## src/verilog/ccc_map.vh

```
// Register map, field positions, reset values and timing constants for the console configure controller
`ifndef CCC_MAP_VH
`define CCC_MAP_VH
`define CCC_CLK_HZ 10000000
`define CCC_CFG_HOLD_MS 2000
`define CCC_CFG_HOLD_CYC ((`CCC_CLK_HZ / 1000) * `CCC_CFG_HOLD_MS)
`define CCC_DEB_MS 10
`define CCC_DEB_CYC ((`CCC_CLK_HZ / 1000) * `CCC_DEB_MS)
`define CCC_FLASH_MS 250
`define CCC_FLASH_CYC ((`CCC_CLK_HZ / 1000) * `CCC_FLASH_MS)
`define CCC_NUM_IN 7
// Register byte addresses
`define CCC_ADDR_STATUS 8'h00
`define CCC_ADDR_APPLIED 8'h04
`define CCC_ADDR_PENDING 8'h08
`define CCC_ADDR_CTRL 8'h0C
// Field positions in APPLIED / PENDING
`define CCC_F_HILVL_LSB 0
`define CCC_F_MONO_LSB 8
`define CCC_F_DUBHI 16
// Field positions in STATUS
`define CCC_F_CFGMODE 0
`define CCC_F_MUTE 1
`define CCC_F_REM_TALK_STUDIO 2
`define CCC_F_REM_SRC_SEL 3
`define CCC_F_REM_TALK_PHONES 4
`define CCC_F_TALK_STUDIO 5
`define CCC_F_TALK_PHONES 6
// Field positions in CTRL
`define CCC_F_REM1_SRC 0
`define CCC_F_LATCH_STUDIO 1
`define CCC_F_LATCH_PHONES 2
`define CCC_RST_APPLIED 32'h0000_0000
`define CCC_RST_CTRL 32'h0000_0000
`endif

```

## src/verilog/ccc_top.v

```verilog
// Console configure controller: configure mode, input and dub settings, remote inputs, AHB-Lite registers
`timescale 1ns/1ns
`include "ccc_map.vh"
// Summary of operation
// - Enter configure after two-second configure hold
// - Configure mode mutes outputs, flashes orange
// - Configure remaps room-source, phones-source and dub buttons and indicators
// - Changes held locally, applied on exit
// - Room-source indicators show level; button toggles
// - Input 7 high indicator updates after exit
// - Phones-source held plus room-source toggles mono
// - Mono input routes left to both
// - Mono inputs flash in normal operation
// - Row one dub indicator shows dub level
// - Dub high indicator updates after exit
// - Remote 1 talk or source; 2 phones
// - Remote active while contact shorted to common
// - Remote inputs always momentary
// - Local talk buttons keep working
module ccc_top #(
    parameter CFG_HOLD_CYC = `CCC_CFG_HOLD_CYC,
    parameter DEB_CYC = `CCC_DEB_CYC,
    parameter FLASH_CYC = `CCC_FLASH_CYC
) (
    input wire core_clk_in,
    input wire nrst_in,
    input wire hsel,
    input wire [31:0] haddr,
    input wire [1:0] htrans,
    input wire hwrite,
    input wire [2:0] hsize,
    input wire [31:0] hwdata,
    input wire hready,
    output reg [31:0] hrdata,
    output wire hreadyout,
    output wire hresp,
    input wire configure_btn_in,
    input wire [6:0] room_source_buttons_in,
    input wire phones_source_btn_in,
    input wire dub_btn_in,
    input wire talk_studio_btn_in,
    input wire talk_phones_btn_in,
    input wire remote_tip_n_in,
    input wire remote_ring_n_in,
    output reg configure_led_out,
    output reg [6:0] room_source_led_out,
    output reg [6:0] phones_source_led_out,
    output reg dub_row1_led_out,
    output reg input7_hilvl_led_out,
    output reg dub_hilvl_led_out,
    output reg audio_mute_out,
    output reg [6:0] input_hilvl_out,
    output reg [6:0] input_mono_out,
    output reg dub_hilvl_out,
    output reg talk_studio_out,
    output reg talk_phones_out,
    output reg remote_src_sel_out
);
    localparam ST_NORMAL = 2'b00;
    localparam ST_HOLD = 2'b01;
    localparam ST_CONFIG = 2'b10;
    localparam ST_RELEASE = 2'b11;

    // Contacts pull low when shorted, so invert before debounce
    wire [13:0] raw_w;
    wire [13:0] clean_w;
    wire [13:0] rise_w;
    assign raw_w = {~remote_ring_n_in, ~remote_tip_n_in, talk_phones_btn_in, talk_studio_btn_in, dub_btn_in,
                    phones_source_btn_in, configure_btn_in, room_source_buttons_in};

    ccc_debounce #(.WIDTH(14), .DEB_CYC(DEB_CYC)) u_deb (
        .core_clk_in(core_clk_in),
        .nrst_in(nrst_in),
        .raw_in(raw_w),
        .clean_out(clean_w),
        .rise_out(rise_w)
    );

    wire [6:0] room_rise_w = rise_w[6:0];
    wire cfg_lvl_w = clean_w[7];
    wire cfg_rise_w = rise_w[7];
    wire phones_lvl_w = clean_w[8];
    wire dub_rise_w = rise_w[9];
    wire talk_s_rise_w = rise_w[10];
    wire talk_p_rise_w = rise_w[11];
    wire talk_s_lvl_w = clean_w[10];
    wire talk_p_lvl_w = clean_w[11];
    wire rem_tip_w = clean_w[12];
    wire rem_ring_w = clean_w[13];

    reg [1:0] state_ff;
    reg [1:0] nxt_state;
    reg [24:0] hold_cnt_ff;
    reg [21:0] flash_cnt_ff;
    reg flash_ff;
    reg [6:0] pend_hilvl_ff;
    reg [6:0] pend_mono_ff;
    reg pend_dub_ff;
    reg [6:0] app_hilvl_ff;
    reg [6:0] app_mono_ff;
    reg app_dub_ff;
    reg [2:0] ctrl_ff;
    reg talk_s_latch_ff;
    reg talk_p_latch_ff;

    wire in_cfg_w = (state_ff == ST_CONFIG) || (state_ff == ST_RELEASE);

    // Debounced vector: rooms 0 to 6, configure 7, phones 8, dub 9, talk 10 and 11
    // Remote contacts sit at 12 and 13, apart from the local talk buttons
    always @* begin
        nxt_state = state_ff;
        case (state_ff)
            ST_NORMAL: begin
                if (cfg_lvl_w) begin
                    nxt_state = ST_HOLD;
                end
            end
            ST_HOLD: begin
                if (!cfg_lvl_w) begin
                    nxt_state = ST_NORMAL;
                end else if (hold_cnt_ff >= CFG_HOLD_CYC - 1) begin
                    nxt_state = ST_RELEASE;
                end
            end
            ST_RELEASE: begin
                // Wait for the entering press to end so it is not taken as the exit press
                if (!cfg_lvl_w) begin
                    nxt_state = ST_CONFIG;
                end
            end
            ST_CONFIG: begin
                if (cfg_rise_w) begin
                    nxt_state = ST_NORMAL;
                end
            end
            default: begin
                nxt_state = ST_NORMAL;
            end
        endcase
    end

    always @(posedge core_clk_in or negedge nrst_in) begin
        if (!nrst_in) begin
            state_ff <= ST_NORMAL;
            hold_cnt_ff <= 25'h0000000;
        end else begin
            state_ff <= nxt_state;
            if (state_ff == ST_HOLD) begin
                hold_cnt_ff <= hold_cnt_ff + 25'h0000001;
            end else begin
                hold_cnt_ff <= 25'h0000000;
            end
        end
    end

    always @(posedge core_clk_in or negedge nrst_in) begin
        if (!nrst_in) begin
            flash_cnt_ff <= 22'h000000;
            flash_ff <= 1'b0;
        end else if (flash_cnt_ff >= FLASH_CYC - 1) begin
            flash_cnt_ff <= 22'h000000;
            flash_ff <= ~flash_ff;
        end else begin
            flash_cnt_ff <= flash_cnt_ff + 22'h000001;
        end
    end

    // Pending settings are edited in configure mode only
    wire exit_w = (state_ff == ST_CONFIG) && (nxt_state == ST_NORMAL);
    wire enter_w = (state_ff == ST_HOLD) && (nxt_state == ST_RELEASE);
    integer i;
    always @(posedge core_clk_in or negedge nrst_in) begin
        if (!nrst_in) begin
            pend_hilvl_ff <= 7'h00;
            pend_mono_ff <= 7'h00;
            pend_dub_ff <= 1'b0;
        end else if (enter_w) begin
            pend_hilvl_ff <= app_hilvl_ff;
            pend_mono_ff <= app_mono_ff;
            pend_dub_ff <= app_dub_ff;
        end else if (state_ff == ST_CONFIG) begin
            for (i = 0; i < `CCC_NUM_IN; i = i + 1) begin
                if (room_rise_w[i] && phones_lvl_w) begin
                    pend_mono_ff[i] <= ~pend_mono_ff[i];
                end else if (room_rise_w[i]) begin
                    pend_hilvl_ff[i] <= ~pend_hilvl_ff[i];
                end
            end
            if (dub_rise_w && !phones_lvl_w) begin
                pend_dub_ff <= ~pend_dub_ff;
            end
        end
    end

    // Applied settings only change on exit
    always @(posedge core_clk_in or negedge nrst_in) begin
        if (!nrst_in) begin
            app_hilvl_ff <= 7'h00;
            app_mono_ff <= 7'h00;
            app_dub_ff <= 1'b0;
        end else if (exit_w) begin
            app_hilvl_ff <= pend_hilvl_ff;
            app_mono_ff <= pend_mono_ff;
            app_dub_ff <= pend_dub_ff;
        end
    end

    // Local talk: latch or momentary per CTRL; remotes are always momentary
    always @(posedge core_clk_in or negedge nrst_in) begin
        if (!nrst_in) begin
            talk_s_latch_ff <= 1'b0;
            talk_p_latch_ff <= 1'b0;
        end else if (in_cfg_w) begin
            talk_s_latch_ff <= 1'b0;
            talk_p_latch_ff <= 1'b0;
        end else begin
            if (talk_s_rise_w) begin
                talk_s_latch_ff <= ~talk_s_latch_ff;
            end
            if (talk_p_rise_w) begin
                talk_p_latch_ff <= ~talk_p_latch_ff;
            end
        end
    end

    wire loc_s_w = ctrl_ff[`CCC_F_LATCH_STUDIO] ? talk_s_latch_ff : talk_s_lvl_w;
    wire loc_p_w = ctrl_ff[`CCC_F_LATCH_PHONES] ? talk_p_latch_ff : talk_p_lvl_w;
    wire rem_s_w = rem_tip_w & ~ctrl_ff[`CCC_F_REM1_SRC];
    wire rem_src_w = rem_tip_w & ctrl_ff[`CCC_F_REM1_SRC];

    always @(posedge core_clk_in or negedge nrst_in) begin
        if (!nrst_in) begin
            configure_led_out <= 1'b0;
            room_source_led_out <= 7'h00;
            phones_source_led_out <= 7'h00;
            dub_row1_led_out <= 1'b0;
            input7_hilvl_led_out <= 1'b0;
            dub_hilvl_led_out <= 1'b0;
            audio_mute_out <= 1'b0;
            input_hilvl_out <= 7'h00;
            input_mono_out <= 7'h00;
            dub_hilvl_out <= 1'b0;
            talk_studio_out <= 1'b0;
            talk_phones_out <= 1'b0;
            remote_src_sel_out <= 1'b0;
        end else begin
            configure_led_out <= in_cfg_w & flash_ff;
            audio_mute_out <= in_cfg_w;
            if (in_cfg_w) begin
                room_source_led_out <= pend_hilvl_ff;
                phones_source_led_out <= pend_mono_ff;
                dub_row1_led_out <= pend_dub_ff;
            end else begin
                // Normal role: mono inputs blink
                room_source_led_out <= 7'h00;
                phones_source_led_out <= app_mono_ff & {7{flash_ff}};
                dub_row1_led_out <= 1'b0;
            end
            input7_hilvl_led_out <= app_hilvl_ff[6];
            dub_hilvl_led_out <= app_dub_ff;
            input_hilvl_out <= app_hilvl_ff;
            input_mono_out <= app_mono_ff;
            dub_hilvl_out <= app_dub_ff;
            talk_studio_out <= ~in_cfg_w & (loc_s_w | rem_s_w);
            talk_phones_out <= ~in_cfg_w & (loc_p_w | rem_ring_w);
            remote_src_sel_out <= ~in_cfg_w & rem_src_w;
        end
    end

    // AHB-Lite slave, zero wait states, always OKAY
    reg wr_pend_ff;
    reg [7:0] addr_ff;
    wire take_w = hsel & hready & htrans[1];
    assign hreadyout = 1'b1;
    assign hresp = 1'b0;

    always @(posedge core_clk_in or negedge nrst_in) begin
        if (!nrst_in) begin
            wr_pend_ff <= 1'b0;
            addr_ff <= 8'h00;
            ctrl_ff <= 3'h0;
            hrdata <= 32'h0000_0000;
        end else begin
            wr_pend_ff <= take_w & hwrite;
            if (take_w) begin
                addr_ff <= haddr[7:0];
            end
            if (wr_pend_ff && addr_ff == `CCC_ADDR_CTRL) begin
                ctrl_ff <= hwdata[2:0];
            end
            if (take_w && !hwrite) begin
                case (haddr[7:0])
                    `CCC_ADDR_STATUS:
                        hrdata <= {25'h0000000, loc_p_w, loc_s_w, rem_ring_w, rem_src_w, rem_s_w,
                                   in_cfg_w, state_ff != ST_NORMAL && state_ff != ST_HOLD};
                    `CCC_ADDR_APPLIED:
                        hrdata <= {15'h0000, app_dub_ff, 1'b0, app_mono_ff, 1'b0, app_hilvl_ff};
                    `CCC_ADDR_PENDING:
                        hrdata <= {15'h0000, pend_dub_ff, 1'b0, pend_mono_ff, 1'b0, pend_hilvl_ff};
                    `CCC_ADDR_CTRL:
                        hrdata <= {29'h00000000, ctrl_ff};
                    default:
                        hrdata <= 32'h0000_0000;
                endcase
            end
        end
    end
endmodule

```

## src/verilog/ccc_debounce.v

```verilog
// Two-flop synchroniser and stable-time debouncer, one per input bit
`timescale 1ns/1ns
`include "ccc_map.vh"
module ccc_debounce #(
    parameter WIDTH = 12,
    parameter DEB_CYC = `CCC_DEB_CYC
) (
    input wire core_clk_in,
    input wire nrst_in,
    input wire [WIDTH-1:0] raw_in,
    output wire [WIDTH-1:0] clean_out,
    output wire [WIDTH-1:0] rise_out
);
    genvar g;
    generate
        for (g = 0; g < WIDTH; g = g + 1) begin : bit_deb
            reg meta_ff;
            reg sync_ff;
            reg stable_ff;
            reg stable_d_ff;
            reg [19:0] cnt_ff;
            always @(posedge core_clk_in or negedge nrst_in) begin
                if (!nrst_in) begin
                    meta_ff <= 1'b0;
                    sync_ff <= 1'b0;
                    stable_ff <= 1'b0;
                    stable_d_ff <= 1'b0;
                    cnt_ff <= 20'h00000;
                end else begin
                    meta_ff <= raw_in[g];
                    sync_ff <= meta_ff;
                    stable_d_ff <= stable_ff;
                    // A level must hold for the whole window before it is believed
                    if (sync_ff == stable_ff) begin
                        cnt_ff <= 20'h00000;
                    end else if (cnt_ff >= DEB_CYC - 1) begin
                        cnt_ff <= 20'h00000;
                        stable_ff <= sync_ff;
                    end else begin
                        cnt_ff <= cnt_ff + 20'h00001;
                    end
                end
            end
            assign clean_out[g] = stable_ff;
            assign rise_out[g] = stable_ff & ~stable_d_ff;
        end
    endgenerate
endmodule

```

## config.mk

```make
export PLATFORM = sky130hd
export DESIGN_NAME = ccc_top
export DESIGN_NICKNAME = d
export VERILOG_FILES = /design/src/verilog/ccc_top.v /design/src/verilog/ccc_debounce.v
export VERILOG_INCLUDE_DIRS = /design/src /design/src/verilog
export SDC_FILE = /design/constraint.sdc
export NUM_CORES = 1
export LEC_CHECK = 0
export BUFFER_PORTS_ARGS = -buffer_cell sky130_fd_sc_hd__clkbuf_2
export CAP_MARGIN = 20
export CELL_PAD_IN_SITES_DETAIL_PLACEMENT = 1
export CELL_PAD_IN_SITES_GLOBAL_PLACEMENT = 2
export CORE_MARGIN = 5
export CORE_UTILIZATION = 43
export CTS_BUF_LIST = sky130_fd_sc_hd__clkbuf_16
export CTS_CLUSTER_SIZE = 14
export DETAILED_ROUTE_END_ITERATION = 8
export PLACE_DENSITY = 0.94
export SYNTH_ARGS = -nofsm -noshare
export SYNTH_HDL_FRONTEND = slang
export SYNTH_SLANG_ARGS = --single-unit
```

## constraint.sdc

```tcl
create_clock -name core_clk_in -period 2.96 [get_ports core_clk_in]
set_input_delay 0.148 -clock core_clk_in [delete_from_list [all_inputs] [get_ports core_clk_in]]
set_output_delay 0.148 -clock core_clk_in [all_outputs]
set_load 0.005 [all_outputs]
```

==> flow_metrics.env <==
export IMPL_grt_antenna_before_repair=0
export IMPL_setup_viol=0
export IMPL_yosysUniqueCellTypes=63
export IMPL_root_buffer="clkbuf_16"
export IMPL_hpwlAfterDp_mm=32.5
export IMPL_grt_ovfl_total=0
export IMPL_io_pins=159
export IMPL_final_cell_mix="477 x dfrtp_1, 339 x nor2_1, 154 x nand2_1"
export IMPL_cp_depth=6
export IMPL_cpPeakStageDelay_ns=0.42
export IMPL_wl_per_cell_um=17.7
export IMPL_final_instance_count_excl_fill=2725
export IMPL_areaGrowthSynthToFinish_pct=15.5
export IMPL_avgSynthCellArea_um2=10.9
export IMPL_final_nets=2177
export IMPL_grt_pass1_vias=15800
export IMPL_timing_fmax_ghz=0.437
export IMPL_finalWorstSetupSlack_ns=0.673
export IMPL_cts_resized=0
export IMPL_final_setup_skew_ns=0.0237
export IMPL_rsz0062_at_grt="false"
export IMPL_crit_start="state_ff[1]$_DFF_PN0_"
export IMPL_ys_warn_count=0
export IMPL_crit_slowest_cell="mux2_1"
export IMPL_ys_seq_elements=477
export IMPL_hold_violations=0
export IMPL_ant_nets=0
export IMPL_netlist_instances=1893
export IMPL_drt_iter0_drc=768
export IMPL_startpoint_type="register"
export IMPL_maxCapViolCount=0
export IMPL_drive_gt1_share_pct=12.3
export IMPL_die_h_um=229
export IMPL_clock_sinks=477
export IMPL_fin_util_pct=50.0
export IMPL_rows=80
export IMPL_async_reset_ff_share_pct=100
export IMPL_power_density_nw_per_um2=568
export IMPL_synth_main_ff_cell="dfrtp_1"
export IMPL_final_cell_area_um2=23800
export IMPL_final_common_cell="dfrtp_1"
export IMPL_drt_total_wl_mm=48.2
export IMPL_num_vias=14300
export IMPL_port_buffers=82
export IMPL_grt_use_total_pct=18.6
export IMPL_clock_latency_ns=0.61
export IMPL_synth_area_um2=20600
export IMPL_slew_violations=0
export IMPL_worstMarginPinSlew_ns=0.973
export IMPL_tns_ns=0
export IMPL_ir_drop_mv=0.369
export IMPL_dieArea_um2=52300
export IMPL_p_leak_nw=10.4
export IMPL_cts_tree="yes"
export IMPL_cts_htree_levels=2
export IMPL_crit_buf_inv=1
export IMPL_initial_core_util_pct=43.3
export IMPL_critPathKind="reg2reg"
export IMPL_critPathTopFamily="simple AND/OR/NAND/NOR gates"
export IMPL_drtPass1Iterations=4
export IMPL_status="finished clean"
export IMPL_hold_class="in2reg"
export IMPL_rr_startpoint="state_ff[1]$_DFF_PN0_"
export IMPL_path_clk_slew_ns=0.07
export IMPL_grt_pass1_wl_mm=81.4
export IMPL_drc=0
export IMPL_via_per_inst=5.24
export IMPL_final_min_clock_period_ns=2.29
export IMPL_required_ns=3.42
export IMPL_core_area_um2=47500
export IMPL_cts_buffers=50
export IMPL_ys_seq_area_share_pct=58.0
export IMPL_critPathArrivalTime_ns=2.75
export IMPL_r2r_setup_slack_ns=0.67
export IMPL_endpoint="pend_mono_ff[1]$_DFFE_PN0P_"
export IMPL_r2r_end="pend_mono_ff[1]$_DFFE_PN0P_"
export IMPL_r2r_cells=6
export IMPL_fillerInstances=5150
export IMPL_path_max_fanout=26
export IMPL_n_antenna_cell=0
export IMPL_synth_edf_count=0
export IMPL_gp_congestion=0.794
export IMPL_placed_area_um2=21900
export IMPL_period_share_pct=77.3
export IMPL_dp_cells=2609
export IMPL_endpoint_kind="register"
export IMPL_die_w_um=229
export IMPL_preCtsSetupSlack_ns=0.705
export IMPL_grt_max_degree=98
export IMPL_relSlewSlack_pct=35.0
export IMPL_clk_path_buf_depth=3
export IMPL_path_cells="nand2b_4 -> nor3_2 -> nand4_1 -> o21ai_2 -> buf_4 -> mux2_1"
-- final cells by class --
cell class / count / area, um^2 / area share, %
Clock buffer: 50 / 1250 / 5.27
Tap cell: 615 / 769 / 3.24
Timing Repair Buffer: 129 / 951 / 4.00
Clock inverter: 39 / 348 / 1.46
Multi-Input combinational cell: 1383 / 8390 / 35.3
Inverter: 32 / 120 / 0.506
Sequential cell: 477 / 11900 / 50.2
-- tightest hold or removal path, stage by stage --
cell and delay (ns):
clkbuf_2 0.09, nand3_2 0.19, mux2_2 0.19
-- power breakdown --
| group | internal [mW] | switching, mW | leakage, nW |
|---|---|---|---|
| sequential | 6.66 | 0.107 | 6.39 |
| clock | 3.59 | 2.62 | 0.836 |
| combinational | 0.179 | 0.328 | 3.14 |
| total | 10.4 | 3.06 | 10.4 |
-- flip-flops by register name, summed over array words and instances (netlist names), 2 cells and up --
| name | flops |
|---|---|
| phones_source_led_out | 7 |
| pend_hilvl_ff | 7 |
| input_hilvl_out | 6 |
| app_hilvl_ff | 7 |
| hold_cnt_ff | 25 |
| addr_ff | 8 |
| input_mono_out | 7 |
| state_ff | 2 |
| hrdata | 15 |
| u_deb.bit_deb.stable_d_ff | 11 |
| app_mono_ff | 7 |
| u_deb.bit_deb.sync_ff | 14 |
| room_source_led_out | 7 |
| u_deb.bit_deb.meta_ff | 14 |
| u_deb.bit_deb.stable_ff | 14 |
| u_deb.bit_deb.cnt_ff | 280 |
| flash_cnt_ff | 22 |
| ctrl_ff | 3 |
| pend_mono_ff | 7 |
-- how the worst min path moves through the flow --
stage                               from                                 end  slack [ns]  cells past startpoint
2_1_floorplan                    nrst_in              addr_ff[0]$_DFFE_PN0P_       -0.15                      0
3_3_place_gp   room_source_buttons_in[4]  u_deb.bit_deb[4].meta_ff$_DFF_PN0_        0.26                      1
3_5_place_dp                  dub_btn_in  u_deb.bit_deb[9].meta_ff$_DFF_PN0_        0.26                      1
4_1_cts                           hready              addr_ff[2]$_DFFE_PN0P_       0.006                      3
5_1_grt                        htrans[1]              addr_ff[3]$_DFFE_PN0P_        0.06                      3
6_report                          hready              addr_ff[2]$_DFFE_PN0P_        0.05                      3
-- what timing repair did --
| item | CTS | global route |
|---|---|---|
| hold buffers | 26 | 0 |
| hold endpoints to repair | 107 | 0 |
| setup buffers | 0 | 0 |
-- layer usage --
| metal | track usage (%) | wire length (um) |
|---|---|---|
| met2 | 32.3 | 24200 |
| met5 | 0 | 0 |
| met1 | 23.8 | 21000 |
| met3 | 3.55 | 1600 |
| met4 | 5.53 | 1270 |
-- Yosys cell counts (all sizes together), types with 3 or more instances --
cell type | number | area [um^2]
o21ai | 35 | 179
xor2 | 149 | 1310
o211ai | 4 | 30.0
mux4 | 3 | 67.6
nand4 | 59 | 369
nand2b | 4 | 32.5
clkbuf | 23 | 86.3
a22oi | 8 | 60.1
or3 | 12 | 75.1
a2111oi | 3 | 26.3
inv | 32 | 120
a211oi | 9 | 72.6
a22o | 5 | 43.8
nand3 | 104 | 531
a21oi | 19 | 106
or2 | 13 | 81.3
nand2 | 155 | 589
nor2b | 6 | 37.5
a31oi | 15 | 93.8
mux2i | 3 | 30.0
nand3b | 8 | 60.1
nor4 | 24 | 178
nor3 | 49 | 260
dfrtp | 477 | 11900
nor3b | 9 | 72.6
and4 | 12 | 108
buf | 37 | 273
ha | 16 | 200
mux2 | 55 | 619
and2 | 11 | 68.8
xnor2 | 116 | 1020
nor2 | 349 | 1380
a311oi | 4 | 35.0
and3 | 50 | 313
-- stage by stage --
step | power [mW] | hold WS (ns)
after CTS | 13.7 | 0.00579
final | 13.5 | 0.0549
after global routing | 14.0 | 0.0553
after floorplan | 7.09 | -0.148
after global placement | 7.33 | 0.257
after detailed placement | 7.37 | 0.259
-- kinds of logic after synthesis --
logic type | synth area share (%)
other | 0.0365
and+or+nand+nor | 20.6
AOI/OAI and AO/OA | 3.34
DFF | 58.0
adders and majority gates | 0.973
buffers and inverters | 2.33
muxes | 3.48
xor gates and xnor gates | 11.3
No activity file was read; power rests on OpenSTA's default activity.
